$ cat config.mk
export PLATFORM = sky130hd
export DESIGN_NAME = asq_sequencer
export DESIGN_NICKNAME = d
export VERILOG_FILES = /design/src/rtl/asq_pkg.sv /design/src/rtl/asq_tad_gen.sv /design/src/rtl/asq_sequencer.sv
export SDC_FILE = /design/constraint.sdc
export NUM_CORES = 1
export LEC_CHECK = 0
export BUFFER_PORTS_ARGS = -buffer_cell sky130_fd_sc_hd__buf_2
export CAP_MARGIN = 20
export CORE_UTILIZATION = 50
export CTS_CLUSTER_SIZE = 20
export DETAILED_ROUTE_END_ITERATION = 10
export PLACE_DENSITY_LB_ADDON = 0.08
export SYNTH_ARGS = -nofsm -noshare
export SYNTH_HDL_FRONTEND = slang
export SYNTH_SLANG_ARGS = --single-unit
$ cat constraint.sdc
create_clock -name sys_clk -period 4.1 [get_ports sys_clk]
set_input_delay 0.41 -clock sys_clk [delete_from_list [all_inputs] [get_ports sys_clk]]
set_output_delay 0.41 -clock sys_clk [all_outputs]
set_load 0.005 [all_outputs]
$ cat src/rtl/asq_pkg.sv
`default_nettype none
package asq_pkg;
    // register port geometry
    localparam int ADDR_W = 3;
    localparam int DATA_W = 8;
    localparam int RES_W = 10;

    // register offsets
    localparam logic [2:0] OFF_CTRL = 3'h0;
    localparam logic [2:0] OFF_PORT_CFG = 3'h1;
    localparam logic [2:0] OFF_TIMING = 3'h2;
    localparam logic [2:0] OFF_RES_HI = 3'h3;
    localparam logic [2:0] OFF_RES_LO = 3'h4;
    localparam logic [2:0] OFF_FLAGS = 3'h5;

    // field positions
    localparam int CTRL_ON_BIT = 0;
    localparam int CTRL_START_BIT = 1;
    localparam int CTRL_CHAN_LSB = 2;
    localparam int PCFG_LSB = 0;
    localparam int VREF_POS_BIT = 4;
    localparam int VREF_NEG_BIT = 5;
    localparam int JUSTIFY_BIT = 7;
    localparam int ACQ_SEL_LSB = 3;
    localparam int CLK_SEL_LSB = 0;
    localparam int FLAG_DONE_BIT = 0;
    localparam int FLAG_IRQ_EN_BIT = 1;

    // writable masks and reset values
    localparam logic [7:0] TIMING_MASK = 8'hbf;
    localparam logic [7:0] CTRL_RESET = 8'h00;
    localparam logic [7:0] PORT_CFG_RESET = 8'h00;
    localparam logic [7:0] TIMING_RESET = 8'h00;
    localparam logic [7:0] READ_IDLE = 8'h00;

    // timing
    localparam int SYS_CLK_PERIOD_NS = 50;
    localparam int INSTR_CYCLE_NS = 200;
    localparam int RC_DELAY_INT = (INSTR_CYCLE_NS + SYS_CLK_PERIOD_NS - 1) / SYS_CLK_PERIOD_NS;
    localparam logic [2:0] RC_DELAY_CLKS = 3'(RC_DELAY_INT);
    localparam logic [4:0] CONV_TADS = 5'h0b;
    localparam logic [4:0] SAR_DECISIONS = 5'h0a;
    localparam logic [4:0] POST_WAIT_TADS = 5'h03;
    localparam logic [9:0] SAR_FIRST = 10'h200;
    localparam logic [1:0] RC_CODE = 2'h3;

    // acquisition length per select code, in conversion clock periods
    localparam logic [4:0] ACQ_TADS [8] = '{5'h00, 5'h02, 5'h04, 5'h06,
                                            5'h08, 5'h0c, 5'h10, 5'h14};
    // system clock divide ratio per select code; rc codes unused
    localparam logic [6:0] DIV_RATIO [8] = '{7'h02, 7'h08, 7'h20, 7'h01,
                                             7'h04, 7'h10, 7'h40, 7'h01};

    typedef enum logic [1:0] {
        ST_IDLE = 2'b00,
        ST_ACQ = 2'b01,
        ST_CONV = 2'b10,
        ST_RECOVER = 2'b11
    } asq_state_e;

    typedef struct packed {
        logic [2:0] addr;
        logic [7:0] wdata;
        logic wr;
        logic rd;
    } asq_bus_req_s;

    typedef struct packed {
        logic sample_connect;
        logic vref_pos_ext;
        logic vref_neg_ext;
        logic [3:0] channel;
        logic [3:0] port_cfg;
        logic [9:0] sar_trial;
    } asq_analog_s;

    // {result_high_byte, result_low_byte}
    function automatic logic [15:0] asq_justify(input logic [9:0] code, input logic right);
        logic [15:0] r;
        r = right ? {6'h00, code} : {code, 6'h00};
        return r;
    endfunction
endpackage
`default_nettype wire

$ cat src/rtl/asq_tad_gen.sv
`default_nettype none
module asq_tad_gen (
    // clock and reset
    input wire logic sys_clk,
    input wire logic rstn,
    // control
    input wire logic run,
    input wire logic [2:0] clk_sel,
    input wire logic rc_tick,
    input wire logic sleep_active,
    // conversion clock period strobe
    output logic tad_tick
);
    logic [6:0] div_cnt_reg;
    logic [6:0] div_cnt_next;
    logic [2:0] dly_cnt_reg;
    logic [2:0] dly_cnt_next;
    logic run_d_reg;

    wire logic [6:0] div_last = 7'(asq_pkg::DIV_RATIO[clk_sel] - 7'h01);
    wire logic is_rc = clk_sel[1:0] == asq_pkg::RC_CODE;
    wire logic start_edge = run && !run_d_reg;
    // sleep gating
    // the system clock stops in sleep; only the rc source keeps going
    wire logic clock_ok = !sleep_active || is_rc;
    wire logic div_hit = div_cnt_reg == div_last;

    assign dly_cnt_next = (start_edge && is_rc) ? asq_pkg::RC_DELAY_CLKS :
                          (dly_cnt_reg != 3'h0) ? 3'(dly_cnt_reg - 3'h1) : 3'h0;
    assign div_cnt_next = (!run || start_edge || !clock_ok || div_hit) ? 7'h00 :
                          7'(div_cnt_reg + 7'h01);
    assign tad_tick = run && !start_edge && clock_ok &&
                      (is_rc ? (rc_tick && dly_cnt_reg == 3'h0) : div_hit);

    always_ff @(posedge sys_clk or negedge rstn) begin
        if (!rstn) begin
            div_cnt_reg <= 7'h00;
            dly_cnt_reg <= 3'h0;
            run_d_reg <= 1'b0;
        end else begin
            div_cnt_reg <= div_cnt_next;
            dly_cnt_reg <= dly_cnt_next;
            run_d_reg <= run;
        end
    end
endmodule
`default_nettype wire

$ cat src/rtl/asq_sequencer.sv
`default_nettype none
module asq_sequencer (
    // clock and reset
    input wire logic sys_clk,
    input wire logic rstn,
    // register port
    input wire asq_pkg::asq_bus_req_s bus_req,
    output logic [7:0] rd_data,
    // analog front end
    input wire logic comp_above,
    input wire logic rc_tick,
    input wire logic sleep_active,
    output wire asq_pkg::asq_analog_s ana_out,
    // completion
    output logic conversion_done_flag,
    output logic conversion_irq_enable
);
    // control state
    logic converter_on_reg;
    logic start_reg;
    logic start_next;
    logic [3:0] chan_reg;
    logic [5:0] port_cfg_reg;
    logic [7:0] timing_reg;
    logic done_flag_reg;
    logic done_flag_next;
    logic irq_en_reg;
    logic [7:0] res_hi_reg;
    logic [7:0] res_lo_reg;
    logic [7:0] rd_data_reg;
    asq_pkg::asq_state_e state_reg;
    asq_pkg::asq_state_e state_next;
    logic [4:0] cnt_reg;
    logic [4:0] cnt_next;
    logic [9:0] sar_reg;
    logic [9:0] sar_next;
    logic [9:0] mask_reg;
    logic [9:0] mask_next;
    logic tad_tick;

    // register decode
    wire logic wr_ctrl = bus_req.wr && bus_req.addr == asq_pkg::OFF_CTRL;
    wire logic wr_port = bus_req.wr && bus_req.addr == asq_pkg::OFF_PORT_CFG;
    wire logic wr_timing = bus_req.wr && bus_req.addr == asq_pkg::OFF_TIMING;
    wire logic wr_res_hi = bus_req.wr && bus_req.addr == asq_pkg::OFF_RES_HI;
    wire logic wr_res_lo = bus_req.wr && bus_req.addr == asq_pkg::OFF_RES_LO;
    wire logic wr_flags = bus_req.wr && bus_req.addr == asq_pkg::OFF_FLAGS;

    // timing fields
    // justify select
    wire logic justify_right = timing_reg[asq_pkg::JUSTIFY_BIT];
    wire logic [2:0] acq_time_select = timing_reg[asq_pkg::ACQ_SEL_LSB +: 3];
    wire logic [2:0] conv_clock_select = timing_reg[asq_pkg::CLK_SEL_LSB +: 3];
    wire logic [4:0] acq_len = asq_pkg::ACQ_TADS[acq_time_select];
    wire logic [4:0] cnt_inc = 5'(cnt_reg + 5'h01);

    // sequencing events
    wire logic busy = state_reg == asq_pkg::ST_ACQ || state_reg == asq_pkg::ST_CONV;
    wire logic go_req = state_reg == asq_pkg::ST_IDLE && start_reg && converter_on_reg;
    wire logic acq_end = state_reg == asq_pkg::ST_ACQ && start_reg && tad_tick &&
                         cnt_inc == acq_len;
    wire logic done_pulse = state_reg == asq_pkg::ST_CONV && start_reg && tad_tick &&
                            cnt_reg == 5'(asq_pkg::CONV_TADS - 5'h01);
    wire logic abort = busy && !start_reg;
    wire logic recover_end = state_reg == asq_pkg::ST_RECOVER && tad_tick &&
                             cnt_inc == asq_pkg::POST_WAIT_TADS;
    wire logic [15:0] res_word = asq_pkg::asq_justify(sar_reg, justify_right);

    // start ignored while off
    // start is only accepted when the converter was already on before this write
    wire logic sw_start = wr_ctrl && converter_on_reg && bus_req.wdata[asq_pkg::CTRL_ON_BIT] &&
                          bus_req.wdata[asq_pkg::CTRL_START_BIT];

    // start stays set while acquisition hands over to conversion
    assign start_next = !converter_on_reg ? 1'b0 :
                        done_pulse ? 1'b0 :
                        wr_ctrl ? sw_start : start_reg;
    // done flag set wins over clear
    assign done_flag_next = done_pulse ||
                            (wr_flags ? bus_req.wdata[asq_pkg::FLAG_DONE_BIT] : done_flag_reg);

    // zero acquisition goes straight to conversion
    always_comb begin
        state_next = state_reg;
        unique case (state_reg)
            asq_pkg::ST_IDLE: begin
                if (go_req) begin
                    state_next = (acq_len == 5'h00) ? asq_pkg::ST_CONV : asq_pkg::ST_ACQ;
                end
            end
            asq_pkg::ST_ACQ: begin
                if (abort) begin
                    state_next = asq_pkg::ST_RECOVER;
                end else if (acq_end) begin
                    state_next = asq_pkg::ST_CONV;
                end
            end
            asq_pkg::ST_CONV: begin
                if (abort || done_pulse) begin
                    state_next = asq_pkg::ST_RECOVER;
                end
            end
            asq_pkg::ST_RECOVER: begin
                if (recover_end) begin
                    state_next = asq_pkg::ST_IDLE;
                end
            end
        endcase
        if (!converter_on_reg) begin
            state_next = asq_pkg::ST_IDLE;
        end
    end

    assign cnt_next = (state_next != state_reg) ? 5'h00 :
                      tad_tick ? cnt_inc : cnt_reg;

    // successive approximation
    // one decision per period, msb first; the trial code drives the dac
    wire logic enter_conv = state_next == asq_pkg::ST_CONV && state_reg != asq_pkg::ST_CONV;
    wire logic decide = state_reg == asq_pkg::ST_CONV && tad_tick &&
                        cnt_reg < asq_pkg::SAR_DECISIONS;
    wire logic [9:0] sar_decided = (sar_reg & ~mask_reg) | (comp_above ? mask_reg : 10'h000);
    assign sar_next = enter_conv ? asq_pkg::SAR_FIRST :
                      decide ? (sar_decided | (mask_reg >> 1)) : sar_reg;
    assign mask_next = enter_conv ? asq_pkg::SAR_FIRST :
                       decide ? (mask_reg >> 1) : mask_reg;

    // read mux
    // start flag shows busy
    wire logic [7:0] ctrl_view = {2'h0, chan_reg, start_reg, converter_on_reg};
    wire logic [7:0] flags_view = {6'h00, irq_en_reg, done_flag_reg};
    wire logic [7:0] rd_word = (bus_req.addr == asq_pkg::OFF_CTRL) ? ctrl_view :
                               (bus_req.addr == asq_pkg::OFF_PORT_CFG) ? {2'h0, port_cfg_reg} :
                               (bus_req.addr == asq_pkg::OFF_TIMING) ? timing_reg :
                               (bus_req.addr == asq_pkg::OFF_RES_HI) ? res_hi_reg :
                               (bus_req.addr == asq_pkg::OFF_RES_LO) ? res_lo_reg :
                               (bus_req.addr == asq_pkg::OFF_FLAGS) ? flags_view :
                               asq_pkg::READ_IDLE;

    always_ff @(posedge sys_clk or negedge rstn) begin
        if (!rstn) begin
            converter_on_reg <= asq_pkg::CTRL_RESET[asq_pkg::CTRL_ON_BIT];
            start_reg <= asq_pkg::CTRL_RESET[asq_pkg::CTRL_START_BIT];
            chan_reg <= asq_pkg::CTRL_RESET[asq_pkg::CTRL_CHAN_LSB +: 4];
            port_cfg_reg <= asq_pkg::PORT_CFG_RESET[5:0];
            timing_reg <= asq_pkg::TIMING_RESET;
            done_flag_reg <= 1'b0;
            irq_en_reg <= 1'b0;
        end else begin
            if (wr_ctrl) begin
                converter_on_reg <= bus_req.wdata[asq_pkg::CTRL_ON_BIT];
                chan_reg <= bus_req.wdata[asq_pkg::CTRL_CHAN_LSB +: 4];
            end
            if (wr_port) begin
                port_cfg_reg <= bus_req.wdata[5:0];
            end
            if (wr_timing) begin
                timing_reg <= bus_req.wdata & asq_pkg::TIMING_MASK;
            end
            if (wr_flags) begin
                irq_en_reg <= bus_req.wdata[asq_pkg::FLAG_IRQ_EN_BIT];
            end
            start_reg <= start_next;
            done_flag_reg <= done_flag_next;
        end
    end

    always_ff @(posedge sys_clk or negedge rstn) begin
        if (!rstn) begin
            state_reg <= asq_pkg::ST_IDLE;
            cnt_reg <= 5'h00;
            sar_reg <= 10'h000;
            mask_reg <= 10'h000;
            rd_data_reg <= asq_pkg::READ_IDLE;
        end else begin
            state_reg <= state_next;
            cnt_reg <= cnt_next;
            sar_reg <= sar_next;
            mask_reg <= mask_next;
            rd_data_reg <= bus_req.rd ? rd_word : asq_pkg::READ_IDLE;
        end
    end

    // result kept over reset
    // no reset on purpose: the pair holds whatever it had until loaded
    always_ff @(posedge sys_clk) begin
        if (done_pulse) begin
            res_hi_reg <= res_word[15:8];
            res_lo_reg <= res_word[7:0];
        end else begin
            if (wr_res_hi) begin
                res_hi_reg <= bus_req.wdata;
            end
            if (wr_res_lo) begin
                res_lo_reg <= bus_req.wdata;
            end
        end
    end

    asq_tad_gen u_tad_gen (
        .sys_clk(sys_clk),
        .rstn(rstn),
        .run(converter_on_reg && state_reg != asq_pkg::ST_IDLE),
        .clk_sel(conv_clock_select),
        .rc_tick(rc_tick),
        .sleep_active(sleep_active),
        .tad_tick(tad_tick)
    );

    assign ana_out = '{
        sample_connect: converter_on_reg &&
                        (state_reg == asq_pkg::ST_IDLE || state_reg == asq_pkg::ST_ACQ),
        vref_pos_ext: port_cfg_reg[asq_pkg::VREF_POS_BIT],
        vref_neg_ext: port_cfg_reg[asq_pkg::VREF_NEG_BIT],
        channel: chan_reg,
        port_cfg: port_cfg_reg[asq_pkg::PCFG_LSB +: 4],
        sar_trial: sar_reg
    };
    assign rd_data = rd_data_reg;
    assign conversion_done_flag = done_flag_reg;
    assign conversion_irq_enable = irq_en_reg;
endmodule
`default_nettype wire

### Yosys cells after proc, flatten, opt, wreduce, memory -nomap -nowiden

Memory sizes are Yosys's and may differ from the RTL's.
Cells that the tools add are included.

* add/sub/neg operators: 4
* $lt $le $gt $ge: 3
* equal/unequal tests: 17
* muxes and demuxes: 39
* bitwise operators: 6
* reduce and logical (&&, ||, !) cells: 55

Operator list (number)
* 2-to-1 mux 8 bit: 10
* 2-to-1 mux 10 bit: 5
* logical AND 1 bit: 31
* 2-to-1 mux 7 bit: 3
* 2-to-1 mux 5 bit: 4
* 2-to-1 mux 16 bit: 1
* 2-to-1 mux 2 bit: 8
* bitwise AND 10 bit: 1
* NOT 10 bit: 1
* OR 10 bit: 1
* OR 10 x 9 -> 10 bit: 1
* nonzero test 2 bit: 5
* == test 2 bit, second input constant: 4
* greater-or-equal comparator 4 bit, second input constant: 2
* logical OR 1 bit: 8
* NOT 3 -> 4 bit: 2
* one-hot mux 2 bit (4 select lines): 1
* adder 7 x 1 -> 7 bit, second input constant: 1
* == test 7 bit: 1
* subtractor 7 x 1 -> 7 bit, second input constant: 1
* == test 3 x 2 -> 1 bit, second input constant: 2
* == test 3 bit, second input constant: 2
* logical NOT 1 bit: 6
* logical NOT 3 bit: 2
* other kinds (16): 21

* flip-flop bits (word level): 83
* bits in read-only memories: 96
* input port bits: 18
* output and inout port bits: 31
* word-level logic and storage cells: 143
* memories kept: 2

Memory list
* (no name shown): depth 8, bits a word 7, rd ports 1, clocked after memory_dff 0, write ports 0, RTL line asq_tad_gen.sv:20 `wire logic [6:0] div_last = 7'(asq_pkg::DIV_RATIO[clk_sel] - 7'h01);`
* (no name shown): depth 8, bits a word 5, rd ports 1, clocked after memory_dff 0, write ports 0, RTL line asq_sequencer.sv:54 `wire logic [4:0] acq_len = asq_pkg::ACQ_TADS[acq_time_select];`

### Longest topological paths before layout

Gate-level depths: netlist (run 1).

* depth after elaboration: 17
* gate-level depth with buffers: 16
* mapped depth without buffers: 12

### Modules after synthesis

Synthesis (run 1) repeated with hierarchy kept, for this count alone.

* cells, all modules: 472
* area, all modules: 4638.2 µm²

By module, submodules not included
* asq_sequencer: times used 1, cells each 392, area each 3893.7 µm², seq. area each 1881.8 µm²
* asq_tad_gen: times used 1, cells each 80, area each 744.5 µm², seq. area each 275.3 µm²

### Worst setup path after synthesis (run 1)

No wires, ideal clock.

* kind: register -> register
* start point: reg timing_reg[1]
* end point: reg sar_reg[0]
* setup time: 121 ps
* arrival: 3312 ps
* data required time: 3979 ps
* path slack: 667 ps
* cell stages (with the launch flop): 16
* path buffers: 3
* clock period less this slack: 3433 ps
* cells stage by stage: dfrtp_1 -> buf_4 -> inv_1 -> nor2_1 -> inv_1 -> ha_1 -> buf_2 -> xnor2_1 -> a21o_1 -> a41oi_2 -> or3_4 -> o211a_1 -> o31a_1 -> or4b_4 -> buf_6 -> o221a_4

* cells in the longest elaborated chain, start to end: 17
* elaborated cells on any way between the ends: 30
* those cells by class: add/sub (1); eq/ne (3); mux (10); bitwise (1); reduce/logical (14); memory (1)

Ends and longest elaborated chain
* start: declaration: RTL line asq_sequencer.sv:24 `logic [7:0] timing_reg;`
* start signal: assignment: RTL line asq_sequencer.sv:146 `timing_reg <= asq_pkg::TIMING_RESET;`
* start signal: assignment: RTL line asq_sequencer.sv:158 `timing_reg <= bus_req.wdata & asq_pkg::TIMING_MASK;`
* NOT 3 -> 4 bit (not written as such): RTL line asq_tad_gen.sv:20
* memory read (8 x 7 bit)
* 2-to-1 mux 7 bit (not written as such) (2 in series): RTL line asq_tad_gen.sv:20
* subtractor 7 x 1 -> 7 bit: RTL line asq_tad_gen.sv:20
* == test 7 bit: RTL line asq_tad_gen.sv:26 `wire logic div_hit = div_cnt_reg == div_last;`
* 2-to-1 mux 1 bit: RTL line asq_tad_gen.sv:33 `(is_rc ? (rc_tick && dly_cnt_reg == 3'h0) : div_hit);`
* logical AND 1 bit *: RTL line asq_tad_gen.sv:32 `assign tad_tick = run && !start_edge && clock_ok &&`
* logical AND 1 bit, on equally long branches (2 in series): RTL line asq_sequencer.sv:60, asq_sequencer.sv:62
* 2-to-1 mux 2 bit / logical OR 1 bit (equally long branches): RTL line asq_sequencer.sv:94, asq_sequencer.sv:99
* 2-to-1 mux 2 bit, on equally long branches: RTL line asq_sequencer.sv:92, asq_sequencer.sv:99
* one-hot mux 2 bit (4 select lines) *: RTL line asq_sequencer.sv:85 `unique case (state_reg)`
* 2-to-1 mux 2 bit *: RTL line asq_sequencer.sv:109 `if (!converter_on_reg) begin`
* via state_next[0]: RTL line asq_sequencer.sv:32 `asq_pkg::asq_state_e state_next;`
* == test 2 bit *: RTL line asq_sequencer.sv:119 `wire logic enter_conv = state_next == asq_pkg::ST_CONV && state_reg != asq_pkg::ST_CONV;`
* logical AND 1 bit *: RTL line asq_sequencer.sv:119
* 2-to-1 mux 10 bit / nonzero test 2 bit (equally long branches)
* end signal: assignment: RTL line asq_sequencer.sv:178 `sar_reg <= sar_next;`
* end: declaration: RTL line asq_sequencer.sv:35 `logic [9:0] sar_reg;`

The timed path passes the listed nets; every way through them passes the cells marked *. The select of a mux whose other input is x is not followed.
A chain may end at the register's enable or synchronous reset.

### Worst setup path in the final report (run 1)

* start point: reg timing_reg[2]
* end point: reg sar_reg[2]

* cells in the longest elaborated chain, start to end: 17
* elaborated cells on any way between the ends: 27
* those cells by class: add/sub (1); eq/ne (2); mux (10); bitwise (1); reduce/logical (12); memory (1)

Ends and longest elaborated chain (RTL line)
* NOT 3 -> 4 bit (not written as such) *: asq_tad_gen.sv:20
* memory read (8 x 7 bit) *
* 2-to-1 mux 7 bit (not written as such) * (2 in series): asq_tad_gen.sv:20
* subtractor 7 x 1 -> 7 bit *: asq_tad_gen.sv:20
* == test 7 bit *: asq_tad_gen.sv:26
* 2-to-1 mux 1 bit *: asq_tad_gen.sv:33
* logical AND 1 bit *: asq_tad_gen.sv:32
* logical AND 1 bit, on equally long branches (2 in series): asq_sequencer.sv:60, asq_sequencer.sv:62
* 2-to-1 mux 2 bit / logical OR 1 bit (equally long branches): asq_sequencer.sv:94, asq_sequencer.sv:99
* 2-to-1 mux 2 bit, on equally long branches: asq_sequencer.sv:92, asq_sequencer.sv:99
* one-hot mux 2 bit (4 select lines) *: asq_sequencer.sv:85
* 2-to-1 mux 2 bit *: asq_sequencer.sv:109
* via state_next[0]: asq_sequencer.sv:32
* == test 2 bit *: asq_sequencer.sv:119
* logical AND 1 bit *: asq_sequencer.sv:119
* 2-to-1 mux 10 bit / nonzero test 2 bit (equally long branches)

Marks and branches as above.

==> results.yml, run 1 <==
critical_path:
  crit_arrival_ns: 3.84
  start_kind: "flip-flop"
  worst-setup-path-type: "reg2reg"
  critPathSlowestCell: "or4b_4"
  required_ns: 4.35
  critPathCaptureType: "flip-flop"
  path_depth: 11
  r2r_cells: 11
  crit_fanout: 14
  cp_common_cell: "inv_1"
  reg2reg_from: "timing_reg[2]"
  critical_path.max_stage_delay_ns: 0.64
  cp_cell_sequence: "inv_1, nand3_1, ha_1, inv_1, a211oi_1, o311ai_2, or3_4, o211a_1, o31a_1, or4b_4, o221a_2"
  crit_family: "compound AO/OA/AOI/OAI gates"
  endpoint: "sar_reg[2]"
  rr_endpoint: "sar_reg[2]"
  crit_buf_inv: 2
  rrSetupSlack_ns: 0.51
  startpoint: "timing_reg[2]"
global_route:
  grt_pass1_vias: 3491
  antenna_found_initial: 0
  groute.usage.overall_pct: 22.7
  grt_pass1_wl_um: 17300
  grt_max_degree: 53
  grt-ovfl-total: 0
logic_synthesis:
  ys_seq_area_share_pct: 46.1
  ys_types: 71
  ys_warn_count: 0
  syn_area_mm2: 0.00468
  synthTopCellsByArea: "dfrtp_1, edfxtp_1, nand2_1"
  synth-async-reset-ratio_pct: 80.7
  synth_most_common_cell: "dfrtp_1"
  synth.largest_area_cell: "dfrtp_1"
  synthCells: 474
  synth.top_cell.area_share_pct: 35.8
  ys.flop_type: "dfrtp_1"
  syn_area_per_cell_um2: 9.88
  netlist_top_cells_count: "dfrtp_1, nand2_1, o21ai_0"
  synth_edf_count: 16
  ys_ff_latch: 83
  syn_nets: 502
drt:
  first_pass_iters: 5
  vias: 3701
  avgRoutedWirePerCell_um: 16.5
  vias_per_cell: 5.87
  drt_iter0_drc: 181
  ant_nets: 0
  drc: 0
  routed_wl_um: 10400
sta:
  rsz0062_at_grt: "no"
  fin_skew_ns: 0.0123
  fmax_mhz: 278
  period_needed_ns: 3.59
  fin_crit_sh_pct: 87.7
  finalSetupViolCount: 0
  tightest_slew_ns: 0.979
  setup_tns_ns: 0
  drv_slew: 0
  fin_hold_ws_ns: 0.303
  hold_viol: 0
  relSlewSlack_pct: 34.2
layout:
  fin_cells: 630
  drive_gt1_share_pct: 20.1
  num_antenna_cells: 0
  layout.nets: 545
  fill_cells: 758
  syn_to_final_growth_pct: 11.3
status:
  status: "completed"
power:
  p_leak_nw: 2.58
  vdd_ir_drop_max_mv: 0.260
  p_total_mw: 2.21
  cellPowerDensity_mw_per_mm2: 424
floorplan:
  die_width_um: 98.8
  coreArea_mm2: 0.00889
  dieHeight_um: 98.8
  dieArea_mm2: 0.00975
  rows: 34
  io_pins: 49
  start_util_pct: 52.7
placed_design:
  gp_congestion: 0.899
  io_buffers: 48
  dp_cells: 612
  dp_hpwl_um: 7630
job:
  cap_violations: 0
clock_network:
  cts_buffer_depth: 2
  ctsHtreeMaxLevel: 3
  cts_inserted_buffers: 9
  insertion_delay_ns: 0.36
  post_cts_resized: 0
  clkTransAtPathRegs_ns: 0.09
  postCtsSetupBuffers: 0
  clockRootBuffer: "clkbuf_8"
  cts_tree: "yes"
  cts.sinks: 83
hold_path:
  hold_class: "in2reg"
layout by cell type (no fill, tap or decap), types with 3 or more instances in the layout:
| master | synthesis | layout |
|---|---|---|
| xnor2_1 | 8 | 8 |
| inv_1 | 23 | 23 |
| nor2_1 | 33 | 33 |
| or4_1 | 3 | 3 |
| a211oi_1 | 3 | 3 |
| o22ai_1 | 4 | 4 |
| nor2b_1 | 6 | 6 |
| o221a_4 | 8 | 8 |
| o211ai_1 | 4 | 4 |
| a21oi_1 | 35 | 35 |
| nand4_1 | 3 | 3 |
| nand2b_1 | 4 | 4 |
| a22o_1 | 8 | 8 |
| o31ai_1 | 3 | 3 |
| mux2_2 | 8 | 8 |
| nor3_1 | 7 | 7 |
| o211a_1 | 6 | 6 |
| nand3_1 | 11 | 11 |
| edfxtp_1 | 16 | 16 |
| ha_1 | 10 | 10 |
| nand2_1 | 59 | 59 |
| dfrtp_1 | 67 | 67 |
| clkbuf_8 | 0 | 9 |
| and3_1 | 5 | 5 |
| buf_4 | 1 | 8 |
| o21ai_0 | 37 | 37 |
| buf_2 | 5 | 48 |
| and2_1 | 4 | 4 |
| xor2_1 | 9 | 9 |
| mux2i_1 | 11 | 11 |
layout make-up:
type | count | area [µm²] | share of cell area [%]
well taps | 108 | 135 | 2.59
inverters | 24 | 90.1 | 1.73
clock inverters | 7 | 85.1 | 1.63
multi-input cells | 341 | 2300 | 44.2
clock buffers | 9 | 124 | 2.38
flip-flops and latches | 83 | 2160 | 41.4
repair buffers | 58 | 315 | 6.05
routing by layer:
layer	GRT usage (%)	share of wire, %
met3	4.89	5.3
met4	9.07	2.2
met1	31.6	47
met2	34.5	45
met5	0	0
cells by family (layout without fill, tap and decap cells):
| logic type | after synthesis | count (layout) | synth area share (%) |
|---|---|---|---|
| and+or+nand+nor | 160 | 160 | 17.7 |
| AOI/OAI and AO/OA | 134 | 134 | 21.0 |
| DFF | 83 | 83 | 46.1 |
| buffers and inverters | 50 | 98 | 4.70 |
| muxes | 19 | 19 | 4.28 |
| xor gates and xnor gates | 18 | 18 | 3.53 |
| adders and majority gates | 10 | 10 | 2.67 |
metrics by stage:
stage | setup slack [ns] | cell area (µm²) | utilization, %
finish | 0.506 | 5210 | 58.6
global route | 0.317 | 5210 | 58.6
floorplan | 0.667 | 4680 | -
detailed placement | 0.605 | 4990 | 56.1
CTS | 0.564 | 5210 | 58.6
global placement | 0.668 | 4990 | 56.1
worst min path at each step:
stage | start | depth (start not counted) | slack (ns) | end
after floorplan | rstn | 0 | 0.11 | chan_reg[0]
after global placement | rstn | 1 | 0.33 | u_tad_gen.div_cnt_reg[3]
after detailed placement | rstn | 1 | 0.34 | u_tad_gen.div_cnt_reg[3]
after CTS | bus_req[9] | 3 | 0.28 | timing_reg[7]
after global routing | bus_req[9] | 3 | 0.30 | timing_reg[7]
final | bus_req[9] | 3 | 0.30 | timing_reg[7]
power breakdown:
group          switching (mW)  internal [mW]  leakage, nW
clock                   0.325          0.293       0.0999
sequential             0.0882          0.914         1.03
combinational           0.333          0.255         1.45
total                   0.747           1.46         2.58
tightest hold or removal path: cells and delay by family:
kind,cells,cell delay (ns)
AND/OR/NAND/NOR,1,0.04
AO/OA/AOI/OAI,1,0.07
buffers and inverters,1,0.09
timing repair:
action                                 4_1_cts  5_1_grt
setup endpoints to repair                    0        0
hold buffers                                 1        0
endpoints found under the hold margin       15        0
Power figures use the tool's default switching activity.
==> run 2: changes to the inputs <==
BUFFER_PORTS_ARGS = -buffer_cell sky130_fd_sc_hd__buf_4   (was -buffer_cell sky130_fd_sc_hd__buf_2)
CORE_UTILIZATION = 59   (was 50)
==> results.yml, run 2 (synthesis gave the netlist of run 1 again) <==
clock_network:
  post_cts_resized: 0
  cts.sinks: 83
  insertion_delay_ns: 0.36
  postCtsSetupBuffers: 0
  cts_hold_buf: 0
  cts_buffer_depth: 2
  cts_tree: "yes"
  clkTransAtPathRegs_ns: 0.09
  ctsHtreeMaxLevel: 3
  clockRootBuffer: "clkbuf_8"
  cts_inserted_buffers: 9
drt:
  avgRoutedWirePerCell_um: 16.6
  vias: 3739
  routed_wl_um: 10300
  drc: 0
  first_pass_iters: 4
  ant_nets: 0
  drt_iter0_drc: 213
  vias_per_cell: 6.02
sta:
  relSlewSlack_pct: 28.1
  fin_skew_ns: 0.0130
  period_needed_ns: 3.54
  hold_viol: 0
  drv_slew: 0
  finalSetupViolCount: 0
  fin_hold_ws_ns: 0.146
  fmax_mhz: 282
  setup_tns_ns: 0
  rsz0062_at_grt: "no"
  tightest_slew_ns: 1.07
  fin_crit_sh_pct: 86.4
  finalWorstSetupSlack_ns: 0.559
floorplan:
  die_width_um: 91.1
  dieArea_mm2: 0.00830
  io_pins: 49
  dieHeight_um: 91.1
  rows: 32
  start_util_pct: 60.9
  coreArea_mm2: 0.00769
critical_path:
  crit_family: "compound AO/OA/AOI/OAI gates"
  critPathCaptureType: "flip-flop"
  crit_buf_inv: 2
  reg2reg_from: "timing_reg[2]"
  critical_path.max_stage_delay_ns: 0.64
  start_kind: "flip-flop"
  rr_endpoint: "sar_reg[2]"
  cp_cell_sequence: "inv_1, nand3_1, ha_1, inv_1, a211oi_1, o311ai_2, nor3_4, a31oi_1, o31a_1, or4b_4, o221a_2"
  rrSetupSlack_ns: 0.56
  crit_arrival_ns: 3.79
  critPathSlowestCell: "or4b_4"
  cp_common_cell: "inv_1"
  crit_fanout: 14
  required_ns: 4.35
  worst-setup-path-type: "reg2reg"
  r2r_cells: 11
power:
  internal_power_mw: 1.52
  p_leak_nw: 2.60
  p_clk_share_pct: 28.3
  vdd_ir_drop_max_mv: 0.386
  power.share.sequential_pct: 44.6
  switchingPower_mw: 0.732
  p_comb_share_pct: 27.1
  sw_frac_of_total_pct: 32.5
  cellPowerDensity_mw_per_mm2: 423
placed_design:
  io_buffers: 48
  gp_congestion: 0.931
  dp_hpwl_um: 7360
  post-place-ws_ns: 0.623
layout:
  syn_to_final_growth_pct: 13.4
  drive_gt1_share_pct: 19.7
  layout.nets: 542
  final_common_cell: "dfrtp_1"
  final_cell_mix: "dfrtp_1, nand2_1, buf_4, o21ai_0, a21oi_1"
  num_antenna_cells: 0
status:
  status: "completed"
hold_path:
  hold_class: "in2async"
global_route:
  grt_pass1_wl_um: 17300
  grt_pass1_vias: 3494
  grt-ovfl-total: 0
  groute.usage.overall_pct: 26.5
  grt_max_degree: 68
  antenna_found_initial: 0
job:
  cap_violations: 0
run 2: per-stage QoR:
step / utilization [%] / instances / cell area (µm²) / total power, mW
global placement: 66.2 / 605 / 5090 / 1.60
detailed placement: 66.2 / 605 / 5090 / 1.62
floorplan: - / 474 / 4680 / 1.43
finish: 69.1 / 621 / 5310 / 2.25
global route: 69.1 / 621 / 5310 / 2.37
CTS: 69.1 / 621 / 5310 / 2.25
run 2: final cells by class:
type | instances | area, µm²
clock inverters | 6 | 70.1
fillers | 613 | 2380
flip-flops and latches | 83 | 2160
well taps | 102 | 128
repair buffers | 55 | 413
clock buffers | 10 | 149
multi-input cells | 341 | 2300
inverters | 24 | 90.1
run 2: how the worst max path moves through the flow:
| stage | start | endpoint | slack (ns) | depth (start not counted) |
|---|---|---|---|---|
| CTS | timing_reg[2] | sar_reg[2] | 0.59 | 11 |
| detailed placement | timing_reg[2] | sar_reg[2] | 0.62 | 11 |
| finish | timing_reg[2] | sar_reg[2] | 0.56 | 11 |
| global placement | timing_reg[2] | sar_reg[2] | 0.69 | 11 |
| floorplan | timing_reg[1] | sar_reg[0] | 0.67 | 15 |
| global route | timing_reg[2] | sar_reg[2] | 0.29 | 11 |
run 2: layer usage:
layer | GRT usage (%) | part of all wire (%) | up-vias
li1 | - | - | 1791
met1 | 37.2 | 46 | 1816
met2 | 42.4 | 47 | 121
met3 | 4.61 | 5.6 | 11
met4 | 7.94 | 1.1 | 0
met5 | 0 | 0 | -
run 2: power by group through the flow:
stage	sequential (mW)	combinational, mW	clock, mW
2_1_floorplan	0.987	0.444	0
3_3_place_gp	1.01	0.589	0
3_5_place_dp	1.02	0.602	0
4_1_cts	1.00	0.607	0.645
5_1_grt	1.01	0.676	0.683
6_report	1.00	0.609	0.637
==> run 3: changes to the inputs <==
BUFFER_PORTS_ARGS = not set   (was -buffer_cell sky130_fd_sc_hd__buf_4)
CELL_PAD_IN_SITES_DETAIL_PLACEMENT = 0   (was not set)
CELL_PAD_IN_SITES_GLOBAL_PLACEMENT = 2   (was not set)
CORE_UTILIZATION = 41   (was 59)
DONT_BUFFER_PORTS = 1   (was not set)
SYNTH_HIERARCHICAL = 1   (was not set)
==> results.yml, run 3 <==
status:
  status: "completed"
sta:
  rsz0062_at_grt: "no"
  drv_slew: 0
  tightest_slew_ns: 1.09
  hold_viol: 0
  finalSetupViolCount: 0
  setup_tns_ns: 0
  relSlewSlack_pct: 27.3
  fin_crit_sh_pct: 92.0
  fin_skew_ns: 0.00665
  period_needed_ns: 3.77
  fmax_mhz: 265
  fin_hold_ws_ns: 0.161
drt:
  first_pass_iters: 4
  routed_wl_um: 11200
  drc: 0
  avgRoutedWirePerCell_um: 18.3
  ant_nets: 0
  drt_iter0_drc: 125
  vias: 3463
  vias_per_cell: 5.64
logic_synthesis:
  synth_edf_count: 16
  netlist_top_cells_count: "dfrtp_1, a21oi_1, nand2_1"
  ys.flop_type: "dfrtp_1"
  ys_seq_area_share_pct: 46.5
  ys_types: 62
  synth_most_common_cell: "dfrtp_1"
  ys_ff_latch: 83
  synthTopCellsByArea: "dfrtp_1, edfxtp_1, a21oi_1"
  synth.largest_area_cell: "dfrtp_1"
  synth-async-reset-ratio_pct: 80.7
  syn_area_mm2: 0.00464
  ys_warn_count: 6
  synth.top_cell.area_share_pct: 36.1
  synthCells: 472
  syn_area_per_cell_um2: 9.83
  syn_nets: 501
placed_design:
  dp_hpwl_um: 7880
  dp_cells: 596
  io_buffers: 0
  gp_congestion: 0.853
  placed_cell_area_mm2: 0.00478
clock_network:
  cts_inserted_buffers: 9
  cts.sinks: 83
  clkTransAtPathRegs_ns: 0.06
  post_cts_resized: 0
  clockRootBuffer: "clkbuf_16"
  ctsHtreeMaxLevel: 3
  postCtsSetupBuffers: 0
  cts_tree: "yes"
  cts_buffer_depth: 2
  insertion_delay_ns: 0.33
floorplan:
  coreArea_mm2: 0.0109
  io_pins: 49
  dieHeight_um: 108
  rows: 38
  die_width_um: 108
  start_util_pct: 42.4
  dieArea_mm2: 0.0117
layout:
  drive_gt1_share_pct: 11.6
  layout.nets: 498
  final_cell_mix: "dfrtp_1, a21oi_1, nand2_1, o21ai_0, nor2_1"
  final_common_cell: "dfrtp_1"
  num_antenna_cells: 0
  syn_to_final_growth_pct: 9.90
  final_cell_area_mm2: 0.00510
  fin_cells: 614
critical_path:
  start_kind: "flip-flop"
  crit_arrival_ns: 3.96
  required_ns: 4.29
  worst-setup-path-type: "reg2reg"
  crit_fanout: 7
  critPathCaptureType: "flip-flop"
  r2r_cells: 13
power:
  vdd_ir_drop_max_mv: 0.246
  p_total_mw: 2.23
  cellPowerDensity_mw_per_mm2: 437
  p_leak_nw: 2.20
job:
  cap_violations: 0
hold_path:
  holdPathStages: 1
  hold_class: "in2reg"
global_route:
  grt_pass1_wl_um: 17800
  grt-ovfl-total: 0
  antenna_found_initial: 0
  grt_max_degree: 68
  groute.usage.overall_pct: 20.2
  grt_pass1_vias: 3280
[run 3: changes by cell type in the layout (fill, tap and decap cells not counted), moves of 5 or more]
cell and delta:
buf_4 -42, nand2_1 -26, a21oi_1 +10, o22ai_1 +9, clkbuf_16 +8, mux2_2 +8
o221a_4 -8, a31oi_1 +7, clkbuf_8 -7, o21ai_0 -5
[run 3: worst max-delay path: stages (launching register included)]
cell and delay (ns):
dfrtp_1 0.37, or3_1 0.37, ha_1 0.29, xnor2_1 0.17, or3_1 0.36, o311a_1 0.14
or3b_1 0.37, o22ai_2 0.22, nand2_1 0.10, o31ai_2 0.34, buf_4 0.19, nand4_1 0.09
o21ai_0 0.49, nor4_1 0.13
[run 3: through the flow]
step	utilization (%)	setup WS (ns)
2_1_floorplan	-	0.332
3_3_place_gp	43.8	0.485
3_5_place_dp	43.8	0.362
4_1_cts	46.6	0.341
5_1_grt	46.6	0.0769
6_report	46.6	0.329
[run 3: logic make-up (layout without fill, tap and decap cells)]
kind of cell	count (synthesis)	in the layout	share of synthesized area (%)
compound gates	140	140	19.2
simple gates	139	139	16.1
flops	83	83	46.5
buf+inv	50	52	4.42
mux	29	29	6.69
xor+xnor	20	20	4.07
fa+ha+maj	11	11	2.97
[run 3: repair_timing]
item	in CTS	in global routing
hold buffers	2	0
hold endpoints to repair	67	0
endpoints found under the setup margin	0	0
[run 3: final timing paths]
kind | startpoint | end | slack [ns]
worst min-delay path | bus_req[10] | rd_data[1] | 0.16
max in group asynchronous | rstn | mask_reg[9] | 3.18
worst min register to register | u_tad_gen/dly_cnt_reg[0] | u_tad_gen/dly_cnt_reg[0] | 0.46
worst max-delay path | timing_reg[1] | cnt_reg[2] | 0.33
min in group asynchronous | rstn | u_tad_gen/div_cnt_reg[5] | 0.59
worst max register to register | timing_reg[1] | cnt_reg[2] | 0.33
[run 3: where the power goes]
part | internal (mW) | switching [mW] | leakage (nW)
registers | 0.915 | 0.0920 | 1.03
logic | 0.197 | 0.253 | 1.04
clock network | 0.445 | 0.323 | 0.130
[run 3: routing by layer]
| metal | up-vias | track usage, % | share of wire (%) |
|---|---|---|---|
| li1 | 1718 | - | - |
| met1 | 1690 | 28.2 | 50 |
| met2 | 51 | 31.3 | 46 |
| met3 | 4 | 4.70 | 3.8 |
| met4 | 0 | 5.50 | 0.43 |
| met5 | - | 0 | 0 |
[run 3: layout make-up]
class                   instances  area, µm²
repair buffers                 15        135
clock buffers                  15        268
clock inverters                 1       7.51
multi-input cells             339       2280
well taps                     140        175
inverters                      21       78.8
flip-flops and latches         83       2160
fillers                      1069       5840
